### config.mk
export PLATFORM = sky130hd
export DESIGN_NAME = utc_core
export DESIGN_NICKNAME = d
export VERILOG_FILES = /design/src/include/utc_pkg.sv /design/src/logic/utc_core.sv
export VERILOG_INCLUDE_DIRS = /design/src /design/src/include
export SDC_FILE = /design/constraint.sdc
export NUM_CORES = 1
export LEC_CHECK = 0
export ABC_AREA = 1
export BUFFER_PORTS_ARGS = -buffer_cell sky130_fd_sc_hd__clkbuf_2
export CAP_MARGIN = 10
export CORE_MARGIN = 3
export CORE_UTILIZATION = 30
export DETAILED_ROUTE_END_ITERATION = 10
export GPL_TIMING_DRIVEN = 0
export SYNTH_ARGS = -nofsm -noshare
export SYNTH_HDL_FRONTEND = slang
export SYNTH_SLANG_ARGS = --single-unit
export TNS_END_PERCENT = 50
### constraint.sdc
create_clock -name clock -period 4.8 [get_ports clock]
set_input_delay 0.48 -clock clock [delete_from_list [all_inputs] [get_ports clock]]
set_output_delay 0.48 -clock clock [all_outputs]
set_load 0.01 [all_outputs]
### src/include/utc_regs.svh
// Purpose: register offsets, field positions, reset values and counts of the UART core
// Assumes: byte addresses on a 32-bit Avalon-MM slave, one register per aligned word
// Notes: data sits in the low byte, upper bits read as zero
`ifndef UTC_REGS_SVH
`define UTC_REGS_SVH
`define UTC_OFF_DATA 8'h00
`define UTC_OFF_STATUS 8'h04
`define UTC_OFF_CTRL 8'h08
`define UTC_OFF_DIV 8'h0C
`define UTC_OFF_DIR 8'h10
`define UTC_OFF_PORT 8'h14
`define UTC_ST_RXDONE 7
`define UTC_ST_TXDONE 6
`define UTC_ST_EMPTY 5
`define UTC_ST_FE 4
`define UTC_ST_OVR 3
`define UTC_CT_RX_ENABLE_BIT 4
`define UTC_CT_TX_ENABLE_BIT 3
`define UTC_CT_NINE 2
`define UTC_CT_RX9 1
`define UTC_CT_TX9 0
`define UTC_RST_RX9 1'b1
`define UTC_OVERSAMPLE 16
`define UTC_VOTE_FIRST 4'h8
`define UTC_VOTE_LAST 4'hA
`define UTC_BITS8 4'hA
`define UTC_BITS9 4'hB
`endif

### src/include/utc_pkg.sv
// Purpose: types of the UART core
// Assumes: constants come from utc_regs.svh
// Notes: whole core state is one packed struct
package utc_pkg;
    typedef enum logic [1:0] {
        UTC_RX_IDLE = 2'b00,
        UTC_RX_START = 2'b01,
        UTC_RX_DATA = 2'b10,
        UTC_RX_STOP = 2'b11
    } utc_rx_st_t;

    typedef struct packed {
        logic read;
        logic write;
        logic [7:0] address;
        logic [3:0] byteenable;
        logic [31:0] writedata;
    } utc_av_req_t;

    typedef struct packed {
        logic [31:0] readdata;
        logic waitrequest;
    } utc_av_rsp_t;

    typedef struct packed {
        logic ack;
        logic [31:0] rdata;
        logic tx_en, rx_en, nine, tx9;
        logic [7:0] div;
        logic [1:0] dir;
        logic [1:0] pout;
        logic [7:0] pre;
        logic [3:0] sub;
        logic [7:0] thr;
        logic thr_full;
        logic [10:0] tsr;
        logic [3:0] tbits;
        logic tbusy;
        logic txline;
        logic tx_done;
        utc_rx_st_t rxs;
        logic [3:0] samp;
        logic [1:0] votes;
        logic [3:0] rbits;
        logic [8:0] rsh;
        logic [7:0] rdat;
        logic rb8;
        logic rfull;
        logic fe;
        logic ovr_pend;
        logic ovr;
    } utc_state_t;
endpackage

### src/logic/utc_core.sv
// Purpose: full-duplex asynchronous serial transmitter and receiver
// Assumes: pin inputs synchronous to clock, Avalon-MM master with waitrequest
// Notes: one wait state per access, no interrupt logic
//
// Design decisions made here: the address map and register access over Avalon-MM.
`timescale 1ns/1ps
`include "utc_regs.svh"

module utc_core
    import utc_pkg::*;
#(
    parameter int OVERSAMPLE = `UTC_OVERSAMPLE
) (
    input wire logic clock,
    input wire logic rst,
    input wire utc_av_req_t avs_req,
    output utc_av_rsp_t avs_rsp,
    input wire logic line_one_i,
    output logic line_one_o,
    output logic line_one_oe,
    input wire logic line_zero_i,
    output logic line_zero_o,
    output logic line_zero_oe,
    output logic line_zero_pullup
);

    ////////////////////////////////////////////////////////////////////////////////
    // Elaboration checks

    if (OVERSAMPLE != 16) begin : g_bad_ovs
        $error("utc_core: sample counter is built for sixteen samples per bit");
    end

    ////////////////////////////////////////////////////////////////////////////////
    // Helpers

    function automatic logic sel(input logic [7:0] addr, input logic [7:0] off);
        return addr == off;
    endfunction

    function automatic logic maj(input logic [1:0] ones);
        return ones >= 2'h2;
    endfunction

    localparam utc_state_t ST_RST = '{
        rxs: UTC_RX_IDLE,
        txline: 1'b1,
        rb8: `UTC_RST_RX9,
        default: '0
    };

    utc_state_t st_q;
    utc_state_t st_d;

    logic req;
    logic wr;
    logic rd;
    logic dp_wr;
    logic dp_rd;
    logic tick16;
    logic btick;
    logic ld;
    logic xfer;
    logic xfer_fe;
    logic [3:0] s_nxt;
    logic [1:0] v_nxt;
    logic m_nxt;
    logic [7:0] rmux;

    ////////////////////////////////////////////////////////////////////////////////
    // Bus slave: one wait state so read data is registered before it is taken

    assign req = avs_req.read | avs_req.write;
    assign avs_rsp = '{readdata: st_q.rdata, waitrequest: req & ~st_q.ack};
    assign wr = avs_req.write & st_q.ack & avs_req.byteenable[0];
    assign rd = avs_req.read & st_q.ack;
    assign dp_wr = wr & sel(avs_req.address, `UTC_OFF_DATA);
    assign dp_rd = rd & sel(avs_req.address, `UTC_OFF_DATA);

    always_comb begin
        rmux = 8'h00;
        if (sel(avs_req.address, `UTC_OFF_DATA)) begin
            rmux = st_q.rdat;
        end else if (sel(avs_req.address, `UTC_OFF_STATUS)) begin
            rmux[`UTC_ST_RXDONE] = st_q.rfull;
            rmux[`UTC_ST_TXDONE] = st_q.tx_done;
            rmux[`UTC_ST_EMPTY] = ~st_q.thr_full;
            rmux[`UTC_ST_FE] = st_q.fe;
            rmux[`UTC_ST_OVR] = st_q.ovr;
        end else if (sel(avs_req.address, `UTC_OFF_CTRL)) begin
            rmux[`UTC_CT_RX_ENABLE_BIT] = st_q.rx_en;
            rmux[`UTC_CT_TX_ENABLE_BIT] = st_q.tx_en;
            rmux[`UTC_CT_NINE] = st_q.nine;
            rmux[`UTC_CT_RX9] = st_q.rb8;
        end else if (sel(avs_req.address, `UTC_OFF_DIV)) begin
            rmux = st_q.div;
        end else if (sel(avs_req.address, `UTC_OFF_DIR)) begin
            rmux = {6'h00, st_q.dir};
        end else if (sel(avs_req.address, `UTC_OFF_PORT)) begin
            rmux = {6'h00, st_q.pout};
        end
    end

    ////////////////////////////////////////////////////////////////////////////////
    // Baud generator: free running; the transmitter steps on its bit tick, the receiver counts its own bit phase from the oversample tick

    assign tick16 = st_q.pre == st_q.div;
    assign btick = tick16 & (st_q.sub == 4'hF);

    // Load is allowed while a stop bit is still on the line; it only ends at the next tick
    assign ld = st_q.thr_full & (st_q.tbits == 4'h0) & (st_q.tx_en | st_q.tbusy);

    ////////////////////////////////////////////////////////////////////////////////
    // Receiver sample arithmetic

    assign s_nxt = st_q.samp + 4'h1;

    always_comb begin
        v_nxt = st_q.votes;
        if (s_nxt == 4'h0) begin
            v_nxt = 2'h0;
        end else if (s_nxt >= `UTC_VOTE_FIRST && s_nxt <= `UTC_VOTE_LAST && line_zero_i) begin
            v_nxt = st_q.votes + 2'h1;
        end
    end

    assign m_nxt = maj(v_nxt);

    ////////////////////////////////////////////////////////////////////////////////
    // Next state

    always_comb begin
        st_d = st_q;
        xfer = 1'b0;
        xfer_fe = 1'b0;

        // Bus handshake
        st_d.ack = req & ~st_q.ack;
        if (req & ~st_q.ack) begin
            st_d.rdata = {24'h000000, rmux};
        end

        // Register writes
        if (wr & sel(avs_req.address, `UTC_OFF_CTRL)) begin
            st_d.rx_en = avs_req.writedata[`UTC_CT_RX_ENABLE_BIT];
            st_d.tx_en = avs_req.writedata[`UTC_CT_TX_ENABLE_BIT];
            st_d.nine = avs_req.writedata[`UTC_CT_NINE];
            st_d.tx9 = avs_req.writedata[`UTC_CT_TX9];
        end else if (wr & sel(avs_req.address, `UTC_OFF_DIV)) begin
            st_d.div = avs_req.writedata[7:0];
        end else if (wr & sel(avs_req.address, `UTC_OFF_DIR)) begin
            st_d.dir = avs_req.writedata[1:0];
        end else if (wr & sel(avs_req.address, `UTC_OFF_PORT)) begin
            st_d.pout = avs_req.writedata[1:0];
        end

        // Baud counters
        st_d.pre = tick16 ? 8'h00 : st_q.pre + 8'h01;
        if (tick16) begin
            st_d.sub = st_q.sub + 4'h1;
        end

        // Clear before the transmitter so a completion in the same cycle wins
        if (wr && sel(avs_req.address, `UTC_OFF_STATUS)
            && avs_req.writedata[`UTC_ST_TXDONE]) begin
            st_d.tx_done = 1'b0;
        end

        // Transmitter
        if (ld) begin
            st_d.tsr = {1'b1, st_q.nine ? st_q.tx9 : 1'b1, st_q.thr, 1'b0};
            st_d.tbits = st_q.nine ? `UTC_BITS9 : `UTC_BITS8;
            st_d.tbusy = 1'b1;
            st_d.thr_full = 1'b0;
        end else if (btick && st_q.tbits != 4'h0) begin
            st_d.txline = st_q.tsr[0];
            st_d.tsr = {1'b1, st_q.tsr[10:1]};
            st_d.tbits = st_q.tbits - 4'h1;
        end else if (btick && st_q.tbusy) begin
            st_d.tbusy = 1'b0;
            st_d.tx_done = 1'b1;
        end
        if (!st_d.tbusy) begin
            st_d.txline = 1'b1;
        end
        if (dp_wr) begin
            st_d.thr = avs_req.writedata[7:0];
            st_d.thr_full = 1'b1;
        end

        // Receiver; disabling it leaves the flags alone
        if (!st_q.rx_en) begin
            st_d.rxs = UTC_RX_IDLE;
        end else if (tick16) begin
            case (st_q.rxs)
                UTC_RX_IDLE: begin
                    if (!line_zero_i) begin
                        st_d.rxs = UTC_RX_START;
                        st_d.samp = 4'h1;
                        st_d.votes = 2'h0;
                        st_d.rbits = 4'h0;
                    end
                end
                UTC_RX_START: begin
                    st_d.samp = s_nxt;
                    st_d.votes = v_nxt;
                    if (s_nxt == `UTC_VOTE_LAST) begin
                        st_d.rxs = m_nxt ? UTC_RX_IDLE : UTC_RX_DATA;
                    end
                end
                UTC_RX_DATA: begin
                    st_d.samp = s_nxt;
                    st_d.votes = v_nxt;
                    if (s_nxt == `UTC_VOTE_LAST) begin
                        st_d.rsh = {m_nxt, st_q.rsh[8:1]};
                        if (st_q.rbits == (st_q.nine ? 4'h8 : 4'h7)) begin
                            st_d.rxs = UTC_RX_STOP;
                        end else begin
                            st_d.rbits = st_q.rbits + 4'h1;
                        end
                    end
                end
                UTC_RX_STOP: begin
                    st_d.samp = s_nxt;
                    st_d.votes = v_nxt;
                    if (s_nxt == `UTC_VOTE_LAST) begin
                        // Ending at sample 10 leaves six samples of the stop bit to catch the next start
                        st_d.rxs = UTC_RX_IDLE;
                        xfer = 1'b1;
                        xfer_fe = ~m_nxt;
                    end
                end
                default: begin
                    st_d.rxs = UTC_RX_IDLE;
                end
            endcase
        end

        // Reading data clears the flag first so a same-cycle arrival is kept
        if (dp_rd) begin
            st_d.rfull = 1'b0;
            st_d.ovr = st_q.ovr_pend;
            st_d.ovr_pend = 1'b0;
        end
        if (xfer) begin
            if (st_d.rfull) begin
                st_d.ovr_pend = 1'b1;
            end else begin
                st_d.rdat = st_q.nine ? st_d.rsh[7:0] : st_d.rsh[8:1];
                if (st_q.nine) begin
                    st_d.rb8 = st_d.rsh[8];
                end
                st_d.rfull = 1'b1;
                st_d.fe = xfer_fe;
                st_d.ovr = 1'b0;
            end
        end
    end

    always_ff @(posedge clock or posedge rst) begin
        if (rst) begin
            st_q <= ST_RST;
        end else begin
            st_q <= st_d;
        end
    end

    ////////////////////////////////////////////////////////////////////////////////
    // Pin multiplexing

    always_comb begin
        line_one_oe = st_q.tx_en | st_q.tbusy | st_q.dir[1];
        line_one_o = (st_q.tx_en | st_q.tbusy) ? st_q.txline : st_q.pout[1];
        line_zero_oe = st_q.rx_en ? 1'b0 : st_q.dir[0];
        line_zero_o = st_q.pout[0];
        line_zero_pullup = st_q.pout[0] & ~line_zero_oe;
    end
endmodule

## After elaboration in Yosys (flattened, before gate mapping)

Cells that the tools add are included.

- Bits in registers: 98
- Bits of input ports: 50
- Output and inout bits: 38
- Word-level logic and storage cells: 167

- $add $sub $neg: 6
- Order comparisons: 3
- Eq/ne operators: 23
- Multiplexer cells: 58
- Bitwise operators: 25
- Reductions and logical operators: 23

Operator list:

| operator | count |
|---|---|
| 8-bit two-way mux | 5 |
| 8-bit one-hot mux with 4 select lines | 1 |
| 1-bit two-way mux | 26 |
| 2-bit two-way mux | 11 |
| 21-bit two-way mux | 1 |
| 9-bit two-way mux | 2 |
| 8-bit by 4-bit equality test with 1-bit output (second input constant) | 2 |
| 8-bit by 5-bit equality test with 1-bit output (second input constant) | 2 |
| 16-bit two-way mux | 1 |
| 4-bit two-way mux | 4 |
| 15-bit two-way mux | 1 |
| 3-bit inequality test (second input constant) | 5 |
| 1-bit AND | 14 |
| 13-bit two-way mux | 1 |
| 4-bit by 1-bit adder with 4-bit output (second input constant) | 3 |
| 12-bit two-way mux | 1 |
| 6-bit AND reduction | 2 |
| 3-bit AND reduction | 3 |
| 8-bit by 1-bit adder with 8-bit output (second input constant) | 1 |
| 4-bit equality test (second input constant) | 2 |
| 8-bit by 3-bit equality test with 1-bit output (second input constant) | 1 |
| 8-bit equality test | 1 |
| 4-bit zero test | 2 |
| 8-bit zero test | 1 |
| 21 further kinds | 45 |

## Longest topological paths before layout

- Depth in word-level cells: 14
- Gate-level depth with buffers: 13
- Gate-level depth less buffers: 12

## Worst setup path before layout

No wires, ideal clock.

- Path type: register -> register
- Start point: reg st_q[28] (netlist name)
- End point: reg st_q[4] (netlist name)
- Library setup time: 0.079 ns
- Data arrival time: 1.625 ns
- Required time: 4.721 ns
- Setup slack: 3.096 ns
- Stages on the path, launching flop included: 13
- Path buffers: 0
- Clock period less this slack: 1.704 ns
- Path through: dfrtp_1 -> ha_1 -> inv_1 -> nand2_1 -> nand2_2 -> nand3_1 -> nor2_2 -> nand2_1 -> nor2_2 -> nand2_1 -> and2_1 -> nand2_1 -> nand2_1

RTL lines:

| what | RTL line | text |
|---|---|---|
| start, declared | utc_core.sv:52 | `utc_state_t st_q;` |
| start signal, assigned | utc_core.sv:264 | `st_q <= st_d;` |

## Worst setup path after layout

- Start point: reg st_q[87] (netlist name)
- End point: out line_zero_pullup

- Word-level cells in the longest chain between the ends: 3

Ends and longest elaborated chain:

| what | RTL line | text |
|---|---|---|
| 1-bit two-way mux | utc_core.sv:274 | `line_zero_oe = st_q.rx_en ? 1'b0 : st_q.dir[0];` |
| 1-bit inverter | utc_core.sv:276 | `line_zero_pullup = st_q.pout[0] & ~line_zero_oe;` |
| 1-bit AND | utc_core.sv:276 |  |
| end, declared | utc_core.sv:24 | `output logic line_zero_pullup` |

Every way passes these cells.

==> results.py <==
metrics = {
    "yosys": {
        "yosys_warnings": 0,
        "ys.flop_type": "dfrtp_1",
        "netlist_area_um2": 5190,
        "syn_inst": 642,
        "avgSynthCellArea_um2": 8.09,
        "synth_area_leaders": "dfrtp_1 (46%), nand2_1 (14%), nand3_1 (5.6%), buf_4 (4.9%), inv_1 (4.5%)",
        "async_flop_share": 1.00,
        "synth_most_common_cell": "nand2_1",
        "synth_edf_count": 0,
        "synthTopCellsByCount": "nand2_1 (194), dfrtp_1 (96), inv_1 (62), nand3_1 (58), o21ai_0 (38)",
        "yosys.area.top_type": "dfrtp_1",
        "netlist.area_leader.share": 0.462,
        "ys_seq_area_frac": 0.473,
        "synth_cell_types": 42,
        "ys_seq_elements": 98,
    },
    "grt": {
        "top_usage_layer": "met2",
        "gr-usage-met3": 0.0289,
        "track_usage": 0.127,
        "grt_pass1_vias": 3901,
        "grt_max_degree": 72,
        "antenna_found_initial": 0,
        "grt_first_pass_wirelength_mm": 19.0,
        "grt_remaining_overflow": 0,
        "grt_use_met1": 0.175,
        "grtUsageMet2": 0.200,
    },
    "worst_setup_path": {
        "slowest_delay_ns": 0.32,
        "critPathCaptureType": "output port",
        "critPathKind": "reg -> out",
        "crit_slowest_cell": "dfrtp_1",
        "crit_arrival_ns": 1.53,
        "worst_ep_required_time_ns": 4.32,
        "start_kind": "register",
        "cp_cell_sequence": "buf_2 -> buf_2 -> nor2_1 -> nor2_1 -> clkbuf_2",
        "worst-path-max-fanout": 10,
    },
    "routing": {
        "post-route-drc-count": 0,
        "routedWlPerCell_um": 12.1,
        "wl_mm": 11.4,
        "vias": 4191,
        "first_pass_iters": 4,
        "drtIter0Drc": 219,
        "via_per_inst": 4.47,
        "drtAntennaViolNets": 0,
    },
    "floorplan": {
        "die_w_um": 138,
        "die_h_um": 138,
        "floorplan.initialDensity": 0.310,
        "core_um2": 16800,
        "rows": 47,
        "io_pins": 88,
        "die-area_um2": 18900,
    },
    "finish": {
        "seqCellArea_um2": 2450,
        "multiInputGateArea_um2": 2220,
        "syn_to_final_growth_pct": 17.2,
        "n_antenna_cell": 0,
        "post-route-cell-area_um2": 6090,
        "drive_gt1_frac": 0.184,
        "nets": 767,
        "fillCellCount": 1726,
    },
    "sta": {
        "fin_crit_sh": 0.419,
        "tightest_slew_ns": 0.831,
        "tns_ns": 0,
        "max_freq_ghz": 0.498,
        "final_max_slew_viol_count": 0,
        "setup_viol": 0,
        "hold_ws_ns": 0.107,
        "relSlewSlack": 0.442,
        "min_period_ns": 2.01,
        "finClkSkew_ns": 0.00736,
        "worst_slack_ns": 2.79,
        "final_hold_viol_count": 0,
        "rsz0062_at_grt": "false",
    },
    "flow_run": {
        "cap_violations": 0,
    },
    "power": {
        "power_uw": 2320,
        "ir_worst_vdd_mv": 0.197,
        "power_density_nw_per_um2": 380,
        "power.leakage_uw": 0.00307,
    },
    "placement": {
        "port_buffers": 35,
        "dpl_cell_area_um2": 5760,
        "dp_hpwl_mm": 8.76,
        "place_congestion": 0.823,
        "pre_cts_slack_ns": 2.67,
    },
    "cts": {
        "cts_made_buffers": 9,
        "cts_setup_buffers": 0,
        "cts.sinks": 98,
        "clk_latency_ns": 0.35,
        "cts_resized": 0,
        "cts_tree": "yes",
        "holdBufCountCts": 0,
        "clkTransAtPathRegs_ns": 0.07,
        "clockBufferDepth": 2,
        "ctsRootBufferMaster": "clkbuf_16",
        "htreeDepth": 3,
    },
    "outcome": {
        "status": "finished, final reports clean",
    },
    "worst_hold_path": {
        "hold_class": "in -> async",
    },
}
[where the power goes]
part	switching (uW)	total, uW	internal [uW]
combinational	333	546	213
clock	315	789	474
sequential	63.7	981	917
total	712	2320	1600
[layout make-up]
class / count / share of cell area
flip-flops and latches: 98 / 0.403
multi-input cells: 452 / 0.364
plain buffers: 46 / 0.0569
well taps: 220 / 0.0452
inverters: 69 / 0.0434
clock buffers: 11 / 0.0399
repair buffers: 36 / 0.0333
clock inverters: 5 / 0.0140
[through the flow]
step                 util  instances
finish              0.363        937
global placement    0.342        920
CTS                 0.363        937
floorplan               -        665
global route        0.363        937
detailed placement  0.344        921
[per-layer routing]
metal | up-vias | share of wire
met2 | 81 | 0.46
met5 | - | 0
met1 | 1934 | 0.48
met3 | 16 | 0.045
met4 | 0 | 0.017
li1 | 2160 | -
[cells in the final DEF, fill, tap and decap left out, drive strengths merged]
cell type	synthesis	routed
bufinv	0	2
inv	69	70
o21ai	47	47
xnor2	3	3
a31oi	1	1
nor2	46	46
conb	1	24
and2	1	1
o2111ai	2	2
dfstp	2	2
nor4	1	1
o21a	2	2
nor3b	1	1
buf	41	42
o31ai	1	1
mux2	3	3
o22ai	4	4
nand2	201	201
nand4	16	16
ha	5	5
clkbuf	5	51
o211ai	1	1
xor2	4	4
nor3	11	11
nand3	63	63
clkinv	0	1
dfrtp	96	96
a21oi	15	15
clkinvlp	0	1
[cells by family (layout without fill, tap and decap cells)]
logic type | Yosys count | count (layout) | share of synthesized area
adders and majority gates | 5 | 5 | 0.0120
AOI/OAI and AO/OA | 73 | 73 | 0.0749
muxes | 3 | 3 | 0.00650
DFF | 98 | 98 | 0.473
xor gates and xnor gates | 7 | 7 | 0.0118
other | 1 | 24 | 0.000722
and+or+nand+nor | 340 | 340 | 0.304
buffers and inverters | 115 | 167 | 0.117
[path summary, 6_finish.rpt]
check	start	to	slack [ns]	cells after the start
max	st_q[87]	line_zero_pullup	2.79	5
min	rst	st_q[44]	0.11	2
max reg2reg	st_q[28]	st_q[4]	2.81	12
min reg2reg	st_q[64]	st_q[64]	0.47	1
max in group asynchronous	rst	st_q[4]	3.99	3
min in group clock	avs_req[5]	st_q[82]	0.40	3
[worst max-delay path: cells and delay by family, from the launching register on]
kind | cells | cell delay, ns
buf+inv | 3 | 0.65
flops | 1 | 0.32
simple gates | 2 | 0.21
[state kept, by name, indices dropped and copies added, names as in the netlist]
register     flops
avs_rsp          8
st_q            89
line_zero_o      1
Power figures use the tool's default switching activity.
